**src/hw/tsg_pkg.sv**
```systemverilog
package tsg_pkg;
   // register bus geometry
   localparam int TSG_ADDR_W = 8;
   localparam int TSG_DATA_W = 32;
   localparam int TSG_REG_W = 16;
   localparam int TSG_CHANNELS = 4;

   // register byte offsets
   localparam logic [7:0] TSG_ENABLE_OFFSET = 8'h0c;
   localparam logic [7:0] TSG_STATUS_OFFSET = 8'h10;
   localparam logic [7:0] TSG_EVGEN_OFFSET = 8'h14;

   // reset values
   localparam logic [15:0] TSG_STATUS_RESET = 16'h0000;
   localparam logic [15:0] TSG_ENABLE_RESET = 16'h0000;
   localparam logic [7:0] TSG_EVGEN_RESET = 8'h00;

   // status field positions
   localparam int TSG_UPDATE_BIT = 0;
   localparam int TSG_CH1_FLAG_BIT = 1;
   localparam int TSG_COMMUTATION_BIT = 5;
   localparam int TSG_TRIGGER_BIT = 6;
   localparam int TSG_BREAK_BIT = 7;
   localparam int TSG_CH1_OVERCAPTURE_BIT = 9;

   // implemented status bits; 8 and 15:13 stay zero
   localparam logic [15:0] TSG_STATUS_IMPL = 16'h1eff;
   // enable register: bit 15 unused
   localparam logic [15:0] TSG_ENABLE_IMPL = 16'h7fff;

   // event generation field positions
   localparam int TSG_UPDATE_REQUEST_BIT = 0;
   localparam int TSG_CH1_GEN_BIT = 1;
   localparam int TSG_COMMUTATION_GEN_BIT = 5;
   localparam int TSG_TRIGGER_GEN_BIT = 6;
   localparam int TSG_BREAK_GEN_BIT = 7;

   // counter alignment mode encodings
   localparam logic [1:0] TSG_EDGE_ALIGNED = 2'h0;

   // bus responses
   localparam logic [1:0] TSG_RESP_OKAY = 2'h0;
   localparam logic [1:0] TSG_RESP_SLVERR = 2'h2;
endpackage : tsg_pkg

```
**src/hw/tsg_timer_status.sv**
```systemverilog
`timescale 1ns/1ns
module tsg_timer_status
   import tsg_pkg::*;
(
   // clock and reset
   input wire logic clk,
   input wire logic rst_n,
   // axi4-lite write address
   input wire logic [TSG_ADDR_W-1:0] s_axi_awaddr,
   input wire logic [2:0] s_axi_awprot,
   input wire logic s_axi_awvalid,
   output logic s_axi_awready,
   // axi4-lite write data
   input wire logic [TSG_DATA_W-1:0] s_axi_wdata,
   input wire logic [3:0] s_axi_wstrb,
   input wire logic s_axi_wvalid,
   output logic s_axi_wready,
   // axi4-lite write response
   output logic [1:0] s_axi_bresp,
   output logic s_axi_bvalid,
   input wire logic s_axi_bready,
   // axi4-lite read address
   input wire logic [TSG_ADDR_W-1:0] s_axi_araddr,
   input wire logic [2:0] s_axi_arprot,
   input wire logic s_axi_arvalid,
   output logic s_axi_arready,
   // axi4-lite read data
   output logic [TSG_DATA_W-1:0] s_axi_rdata,
   output logic [1:0] s_axi_rresp,
   output logic s_axi_rvalid,
   input wire logic s_axi_rready,
   // channel events from the capture/compare channels
   input wire logic [TSG_CHANNELS-1:0] ch_event,
   input wire logic [TSG_CHANNELS-1:0] ch_is_input,
   input wire logic [TSG_CHANNELS-1:0] ch_capture_read,
   // other timer events
   input wire logic commutation_event,
   input wire logic trigger_event,
   input wire logic break_active,
   input wire logic update_event_in,
   // counter configuration
   input wire logic count_down,
   input wire logic [1:0] centre_mode,
   input wire logic [TSG_REG_W-1:0] auto_reload_value,
   // update effects on counter core and prescaler
   output logic update_event,
   output logic prescaler_count_clear,
   output logic counter_load,
   output logic [TSG_REG_W-1:0] counter_load_value,
   // software generated events towards the channels and break logic
   output logic [6:0] sw_event_gen,
   // interrupt
   output logic irq
);

   logic aw_held_reg;
   logic [TSG_ADDR_W-1:0] aw_addr_reg;
   logic w_held_reg;
   logic [TSG_DATA_W-1:0] w_data_reg;
   logic [3:0] w_strb_reg;
   logic bvalid_reg;
   logic [1:0] bresp_reg;
   logic rvalid_reg;
   logic [1:0] rresp_reg;
   logic [TSG_DATA_W-1:0] rdata_reg;
   logic [TSG_REG_W-1:0] status_reg;
   logic [TSG_REG_W-1:0] status_next;
   logic [TSG_REG_W-1:0] enable_reg;
   logic [7:0] evgen_reg;
   logic update_event_reg;
   logic [TSG_REG_W-1:0] counter_load_value_reg;
   logic wr_fire;
   logic wr_status;
   logic wr_enable;
   logic wr_evgen;
   logic wr_mapped;
   logic [TSG_REG_W-1:0] be_mask;
   logic [TSG_REG_W-1:0] flag_set;
   logic [TSG_REG_W-1:0] flag_clear;
   logic [TSG_CHANNELS-1:0] ch_hit;
   logic update_fire;
   logic [TSG_REG_W-1:0] rd_value;
   logic rd_mapped;

   // ---------------- write channel ----------------
   assign s_axi_awready = !aw_held_reg && !bvalid_reg;
   assign s_axi_wready = !w_held_reg && !bvalid_reg;
   assign wr_fire = aw_held_reg && w_held_reg && !bvalid_reg;
   assign wr_status = wr_fire && (aw_addr_reg == TSG_STATUS_OFFSET);
   assign wr_enable = wr_fire && (aw_addr_reg == TSG_ENABLE_OFFSET);
   assign wr_evgen = wr_fire && (aw_addr_reg == TSG_EVGEN_OFFSET) && w_strb_reg[0];
   assign wr_mapped = (aw_addr_reg == TSG_STATUS_OFFSET) ||
                      (aw_addr_reg == TSG_ENABLE_OFFSET) ||
                      (aw_addr_reg == TSG_EVGEN_OFFSET);
   assign be_mask = {{8{w_strb_reg[1]}}, {8{w_strb_reg[0]}}};

   always_ff @(posedge clk or negedge rst_n) begin
      if (!rst_n) begin
         aw_held_reg <= 1'b0;
         aw_addr_reg <= '0;
      end else if (s_axi_awvalid && s_axi_awready) begin
         aw_held_reg <= 1'b1;
         aw_addr_reg <= s_axi_awaddr;
      end else if (wr_fire) begin
         aw_held_reg <= 1'b0;
      end
   end

   always_ff @(posedge clk or negedge rst_n) begin
      if (!rst_n) begin
         w_held_reg <= 1'b0;
         w_data_reg <= '0;
         w_strb_reg <= '0;
      end else if (s_axi_wvalid && s_axi_wready) begin
         w_held_reg <= 1'b1;
         w_data_reg <= s_axi_wdata;
         w_strb_reg <= s_axi_wstrb;
      end else if (wr_fire) begin
         w_held_reg <= 1'b0;
      end
   end

   always_ff @(posedge clk or negedge rst_n) begin
      if (!rst_n) begin
         bvalid_reg <= 1'b0;
         bresp_reg <= TSG_RESP_OKAY;
      end else if (wr_fire) begin
         bvalid_reg <= 1'b1;
         bresp_reg <= wr_mapped ? TSG_RESP_OKAY : TSG_RESP_SLVERR;
      end else if (s_axi_bready) begin
         bvalid_reg <= 1'b0;
      end
   end
   assign s_axi_bvalid = bvalid_reg;
   assign s_axi_bresp = bresp_reg;
   // ---------------- read channel ----------------
   assign s_axi_arready = !rvalid_reg;

   always_comb begin
      rd_mapped = 1'b1;
      unique case (s_axi_araddr)
         TSG_ENABLE_OFFSET: rd_value = enable_reg;
         TSG_STATUS_OFFSET: rd_value = status_reg & TSG_STATUS_IMPL;
         TSG_EVGEN_OFFSET: rd_value = '0;
         default: begin
            rd_value = '0;
            rd_mapped = 1'b0;
         end
      endcase
   end

   always_ff @(posedge clk or negedge rst_n) begin
      if (!rst_n) begin
         rvalid_reg <= 1'b0;
         rdata_reg <= '0;
         rresp_reg <= TSG_RESP_OKAY;
      end else if (s_axi_arvalid && s_axi_arready) begin
         rvalid_reg <= 1'b1;
         rdata_reg <= {{(TSG_DATA_W-TSG_REG_W){1'b0}}, rd_value};
         rresp_reg <= rd_mapped ? TSG_RESP_OKAY : TSG_RESP_SLVERR;
      end else if (s_axi_rready) begin
         rvalid_reg <= 1'b0;
      end
   end
   assign s_axi_rvalid = rvalid_reg;
   assign s_axi_rdata = rdata_reg;
   assign s_axi_rresp = rresp_reg;
   // ---------------- enable register ----------------
   always_ff @(posedge clk or negedge rst_n) begin
      if (!rst_n) begin
         enable_reg <= TSG_ENABLE_RESET;
      end else if (wr_enable) begin
         enable_reg <= ((enable_reg & ~be_mask) | (w_data_reg[15:0] & be_mask))
                       & TSG_ENABLE_IMPL;
      end
   end

   // ---------------- event generation ----------------
   // each written one lives for exactly one cycle, then hardware clears it
   always_ff @(posedge clk or negedge rst_n) begin
      if (!rst_n) begin
         evgen_reg <= TSG_EVGEN_RESET;
      end else if (wr_evgen) begin
         evgen_reg <= w_data_reg[7:0];
      end else begin
         evgen_reg <= TSG_EVGEN_RESET;
      end
   end

   assign sw_event_gen = evgen_reg[TSG_BREAK_GEN_BIT:TSG_CH1_GEN_BIT];
   assign update_fire = evgen_reg[TSG_UPDATE_REQUEST_BIT] || update_event_in;

   always_ff @(posedge clk or negedge rst_n) begin
      if (!rst_n) begin
         update_event_reg <= 1'b0;
         counter_load_value_reg <= '0;
      end else begin
         update_event_reg <= update_fire;
         if (update_fire) begin
            if (count_down && (centre_mode == TSG_EDGE_ALIGNED)) begin
               counter_load_value_reg <= auto_reload_value;
            end else begin
               counter_load_value_reg <= '0;
            end
         end
      end
   end

   assign update_event = update_event_reg;
   // only the running count is cleared; the division factor lives elsewhere
   assign prescaler_count_clear = update_event_reg;
   assign counter_load = update_event_reg;
   assign counter_load_value = counter_load_value_reg;

   // ---------------- status flags ----------------
   for (genvar i = 0; i < TSG_CHANNELS; i++) begin : g_ch
      assign ch_hit[i] = ch_event[i] || evgen_reg[TSG_CH1_GEN_BIT+i];
   end

   always_comb begin
      flag_set = '0;
      flag_set[TSG_UPDATE_BIT] = update_fire;
      for (int i = 0; i < TSG_CHANNELS; i++) begin
         flag_set[TSG_CH1_FLAG_BIT+i] = ch_hit[i];
         flag_set[TSG_CH1_OVERCAPTURE_BIT+i] = ch_hit[i] && ch_is_input[i] &&
            status_reg[TSG_CH1_FLAG_BIT+i];
      end
      flag_set[TSG_COMMUTATION_BIT] = commutation_event ||
         evgen_reg[TSG_COMMUTATION_GEN_BIT];
      flag_set[TSG_TRIGGER_BIT] = trigger_event || evgen_reg[TSG_TRIGGER_GEN_BIT];
      flag_set[TSG_BREAK_BIT] = break_active || evgen_reg[TSG_BREAK_GEN_BIT];
   end

   always_comb begin
      flag_clear = '0;
      if (wr_status) begin
         flag_clear = be_mask & ~w_data_reg[15:0];
      end
      for (int i = 0; i < TSG_CHANNELS; i++) begin
         if (ch_capture_read[i]) begin
            flag_clear[TSG_CH1_FLAG_BIT+i] = 1'b1;
         end
      end
   end
   // set wins over clear, so a held break input defeats a clear
   assign status_next = ((status_reg & ~flag_clear) | flag_set) & TSG_STATUS_IMPL;
   always_ff @(posedge clk or negedge rst_n) begin
      if (!rst_n) begin
         status_reg <= TSG_STATUS_RESET;
      end else begin
         status_reg <= status_next;
      end
   end

   assign irq = |(status_reg[TSG_BREAK_BIT:0] & enable_reg[TSG_BREAK_BIT:0]);
endmodule : tsg_timer_status
```
**config.mk**
```make
export PLATFORM = sky130hd
export DESIGN_NAME = tsg_timer_status
export DESIGN_NICKNAME = d
export VERILOG_FILES = /design/src/hw/tsg_pkg.sv /design/src/hw/tsg_timer_status.sv
export SDC_FILE = /design/constraint.sdc
export NUM_CORES = 1
export LEC_CHECK = 0
export BUFFER_PORTS_ARGS = -buffer_cell sky130_fd_sc_hd__buf_2
export CAP_MARGIN = 20
export CORE_UTILIZATION = 40
export CTS_CLUSTER_DIAMETER = 30
export DETAILED_ROUTE_END_ITERATION = 7
export GPL_TIMING_DRIVEN = 1
export PLACE_DENSITY_LB_ADDON = 0.08
export SYNTH_ARGS = -nofsm -noshare
export SYNTH_HDL_FRONTEND = slang
export SYNTH_SLANG_ARGS = --single-unit
```
**constraint.sdc**
```tcl
create_clock -name clk -period 2.52 [get_ports clk]
set_clock_uncertainty 0.2 [all_clocks]
set_input_delay 0.252 -clock clk [delete_from_list [all_inputs] [get_ports clk]]
set_output_delay 0.252 -clock clk [all_outputs]
set_load 0.01 [all_outputs]
```
==> summary.md <==
| Metric | Value |
|---|---|
| Outcome | `finished, final reports clean` |
| Post-route minimum period | `2.223 ns` |
| PwrDens | `711.5 nW/um^2` |
| Largest net degree at the start of global routing | `43` |
| CTS H-tree lvls | `3` |
| Net Sw Power | `0.001263 W` |
| Max_cap viols | `0` |
| Sequential fraction of the synthesis area | `57.90%` |
| Upper clock frequency limit | `0.4497 GHz` |
| Starting Density | `41.21%` |
| Final period util | `88.23%` |
| Gr usage total | `19.60%` |
| Placed cell count | `575` |
| Yosys warns | `0` |
| Reg clk slew, reported paths | `0.08 ns` |
| Post-synth EDFFs | `0` |
| Combinational Power Share | `24.9%` |
| Chip Width | `104.9 um` |
| Avg WL per Cell | `15.35 um` |
| Critical-path cell list | `or4bb_1 > or4_1 > a211o_1` |
| Pre-antenna DRT Iters | `5` |
| Unrepaired setup endpoints after global routing | `false` |
| Clock Tree Buf Depth | `2` |
| Area leader, netlist | `dfrtp_1` |
| HPWL Detailed | `6713 um` |
| Vias | `3,132` |
| Bufs and invs on worst path | `0` |
| Library cells used by synthesis | `36` |
| Startpoint class of the critical path | `register` |
| Share of the synthesized area in the top cell type | `57.90%` |
| Final Hold Fails | `0` |
| Post-Layout Cell Count | `650` |
| Worst min path class | `input port to register` |
| Share of cells above drive strength 1 | `38.33%` |
| Initial antenna violation count | `0` |
| # rows | `37` |
| Clock Power Share | `22.2%` |
| Syn_area_per_cell | `12.99 sq um` |
| Residual DRC count | `0` |
| Crit path DAT | `2.27 ns` |
| Diodes inserted | `0` |
| Placement Cell Area | `4942 sq um` |
| Number of setup violations in the final report | `0` |
| Setup TNS Final | `0 ns` |
| Flop pwr share | `52.8%` |
| Wirelength, routed | `9980 um` |
| Nets | `609` |
| Int Pwr | `0.002791 W` |
| Core area | `10,280 sq um` |
| CTS Buf Count | `9` |
| Main synth FF type | `dfrtp_1` |
| CP peak stage delay | `0.62 ns` |
| Full die area | `11,000 sq um` |
| Synth async-reset ratio | `100.0%` |
| P_leak | `2.796 nW` |
| Crit end category | `register` |
| Die height | `104.9 um` |
| Final Cell Area | `5698 sq um` |
| Grt total ovfl | `0` |
| Gpl congestion | `0.7114` |
| TritonCTS Sinks | `98` |
| Top post-synthesis cells by area | `dfrtp_1 (58%), mux2_2 (11%), buf_4 (5.0%), a22o_1 (3.9%), a221o_1 (2.8%)` |
| Initial DRC Count | `97` |
| Synth Cell Area | `4235 sq um` |
| Clk root buf | `clkbuf_8` |
| Count leader, synth | `dfrtp_1` |
| Slew headroom | `51.33%` |
| Crit path max fanout | `7` |
| Seq cells post-synth | `98` |
| Synth cell count leaders | `dfrtp_1 (98), mux2_2 (40), buf_4 (28), a22o_1 (19), nand2b_1 (19)` |
| TritonCTS clock tree | `yes` |
| Worst endpoint required time | `2.57 ns` |
| CTS resizes | `0` |
| Global-route wire length before repair | `16,520 um` |
| Delay-heaviest family, CP | `simple AND/OR/NAND/NOR gates` |
| Slew @ Worst Pin | `0.7301 ns` |
| Skew-Pair Late Insertion Delay | `0.36 ns` |
| Synthesized netlist cell count | `326` |
| Net Sw Frac | `31.15%` |
| Area delta synth->final | `34.53%` |
| Peak VDD IR | `0.2949 mV` |
| Port bufs | `123` |
| CP max-delay cell | `or4bb_1` |
| Via density | `4.818` |
| Final ANT Viol Nets | `0` |
| Vias in the first global route | `3,268` |
| IO Count | `168` |
| Setup CP Type | `register to register` |
| Max Slew Vio Count | `0` |
-- power groups by stage --
stage          combinational (W)  clock [W]  sequential (W)
4_1_cts                  0.00103   0.000941         0.00214
3_5_place_dp            0.000955          0         0.00217
2_1_floorplan           0.000709          0         0.00207
3_3_place_gp            0.000932          0         0.00216
5_1_grt                  0.00111    0.00101         0.00220
6_report                 0.00101   0.000901         0.00214
-- path summary, 6_finish.rpt --
| path | startpoint | endpoint | slack (ns) | cells after the start |
|---|---|---|---|---|
| max | s_axi_bvalid$_DFFE_PN0P_ | status_reg[5]$_DFF_PN0_ | 0.30 | 3 |
| min | s_axi_araddr[7] | s_axi_rresp[1]$_DFFE_PN0P_ | 0.01 | 3 |
| max reg2reg | s_axi_bvalid$_DFFE_PN0P_ | status_reg[5]$_DFF_PN0_ | 0.30 | 3 |
| min reg2reg | evgen_reg[5]$_DFF_PN0_ | status_reg[5]$_DFF_PN0_ | 0.27 | 1 |
| max in group asynchronous | rst_n | status_reg[4]$_DFF_PN0_ | 1.18 | 3 |
| min in group asynchronous | rst_n | s_axi_rdata[9]$_DFFE_PN0P_ | 0.22 | 2 |
-- layer usage --
layer / track usage (%) / wire [um]
met2: 31.65 / 4803
met3: 3.493 / 431
met1: 26.09 / 4583
met4: 8.149 / 162
met5: 0 / 0
-- per-stage QoR --
| step | worst slack (ns) | utilization (%) | hold slack (ns) | power, W |
|---|---|---|---|---|
| after detailed placement | 0.2841 | 48.09 | 0.08437 | 0.003129 |
| after global placement | 0.3133 | 48.09 | 0.08327 | 0.003095 |
| after CTS | 0.2661 | 55.44 | 0.003766 | 0.004110 |
| after global routing | 0.2367 | 55.44 | 0.03611 | 0.004317 |
| final | 0.2965 | 55.44 | 0.01241 | 0.004054 |
| after floorplan | 0.3784 | - | -0.2436 | 0.002780 |
-- cell type report --
cell class	instances	area, sq um
Fill cell	929	4579
Sequential cell	98	2452
Multi-Input combinational cell	200	1573
Timing Repair Buffer	195	1319
Tap cell	136	170.2
Clock buffer	14	152.6
Inverter	5	18.77
Clock inverter	2	12.51
-- placed cells by master, fill, tap and decap left out, types with 3 or more instances in the layout --
cell / Yosys / routed
clkbuf_8: 0 / 10
inv_1: 5 / 5
nand2b_1: 19 / 19
a211o_1: 3 / 3
nor4_1: 6 / 5
or4_1: 3 / 3
dfrtp_1: 98 / 98
nand2_1: 8 / 8
mux2_2: 40 / 40
conb_1: 1 / 19
a22oi_1: 4 / 4
o21ai_0: 13 / 13
and2_1: 16 / 16
and2_0: 6 / 6
dlygate4sd3_1: 0 / 59
buf_2: 3 / 122
nand3b_1: 3 / 3
a22o_1: 19 / 19
buf_4: 28 / 13
o41ai_1: 4 / 4
nor4_4: 3 / 3
clkbuf_1: 9 / 4
a221o_1: 12 / 12
nor2_1: 7 / 7
-- logic make-up after synthesis --
group	share of synthesized area, %
other	0.08854
buffers and inverters	6.824
muxes	10.64
AOI/OAI and AO/OA	11.20
DFF	57.90
and+or+nand+nor	13.35
-- worst register-to-register path, stage by stage (launching register included) --
cell and delay (ns):
dfrtp_1 0.44, or4bb_1 0.62, or4_1 0.55, a211o_1 0.30
-- timing repair --
| item | 4_1_cts | 5_1_grt |
|---|---|---|
| hold endpoints to repair | 94 | 0 |
| hold buffers | 59 | 0 |
| buffers inserted | 0 | 0 |
Power figures use the tool's default switching activity.
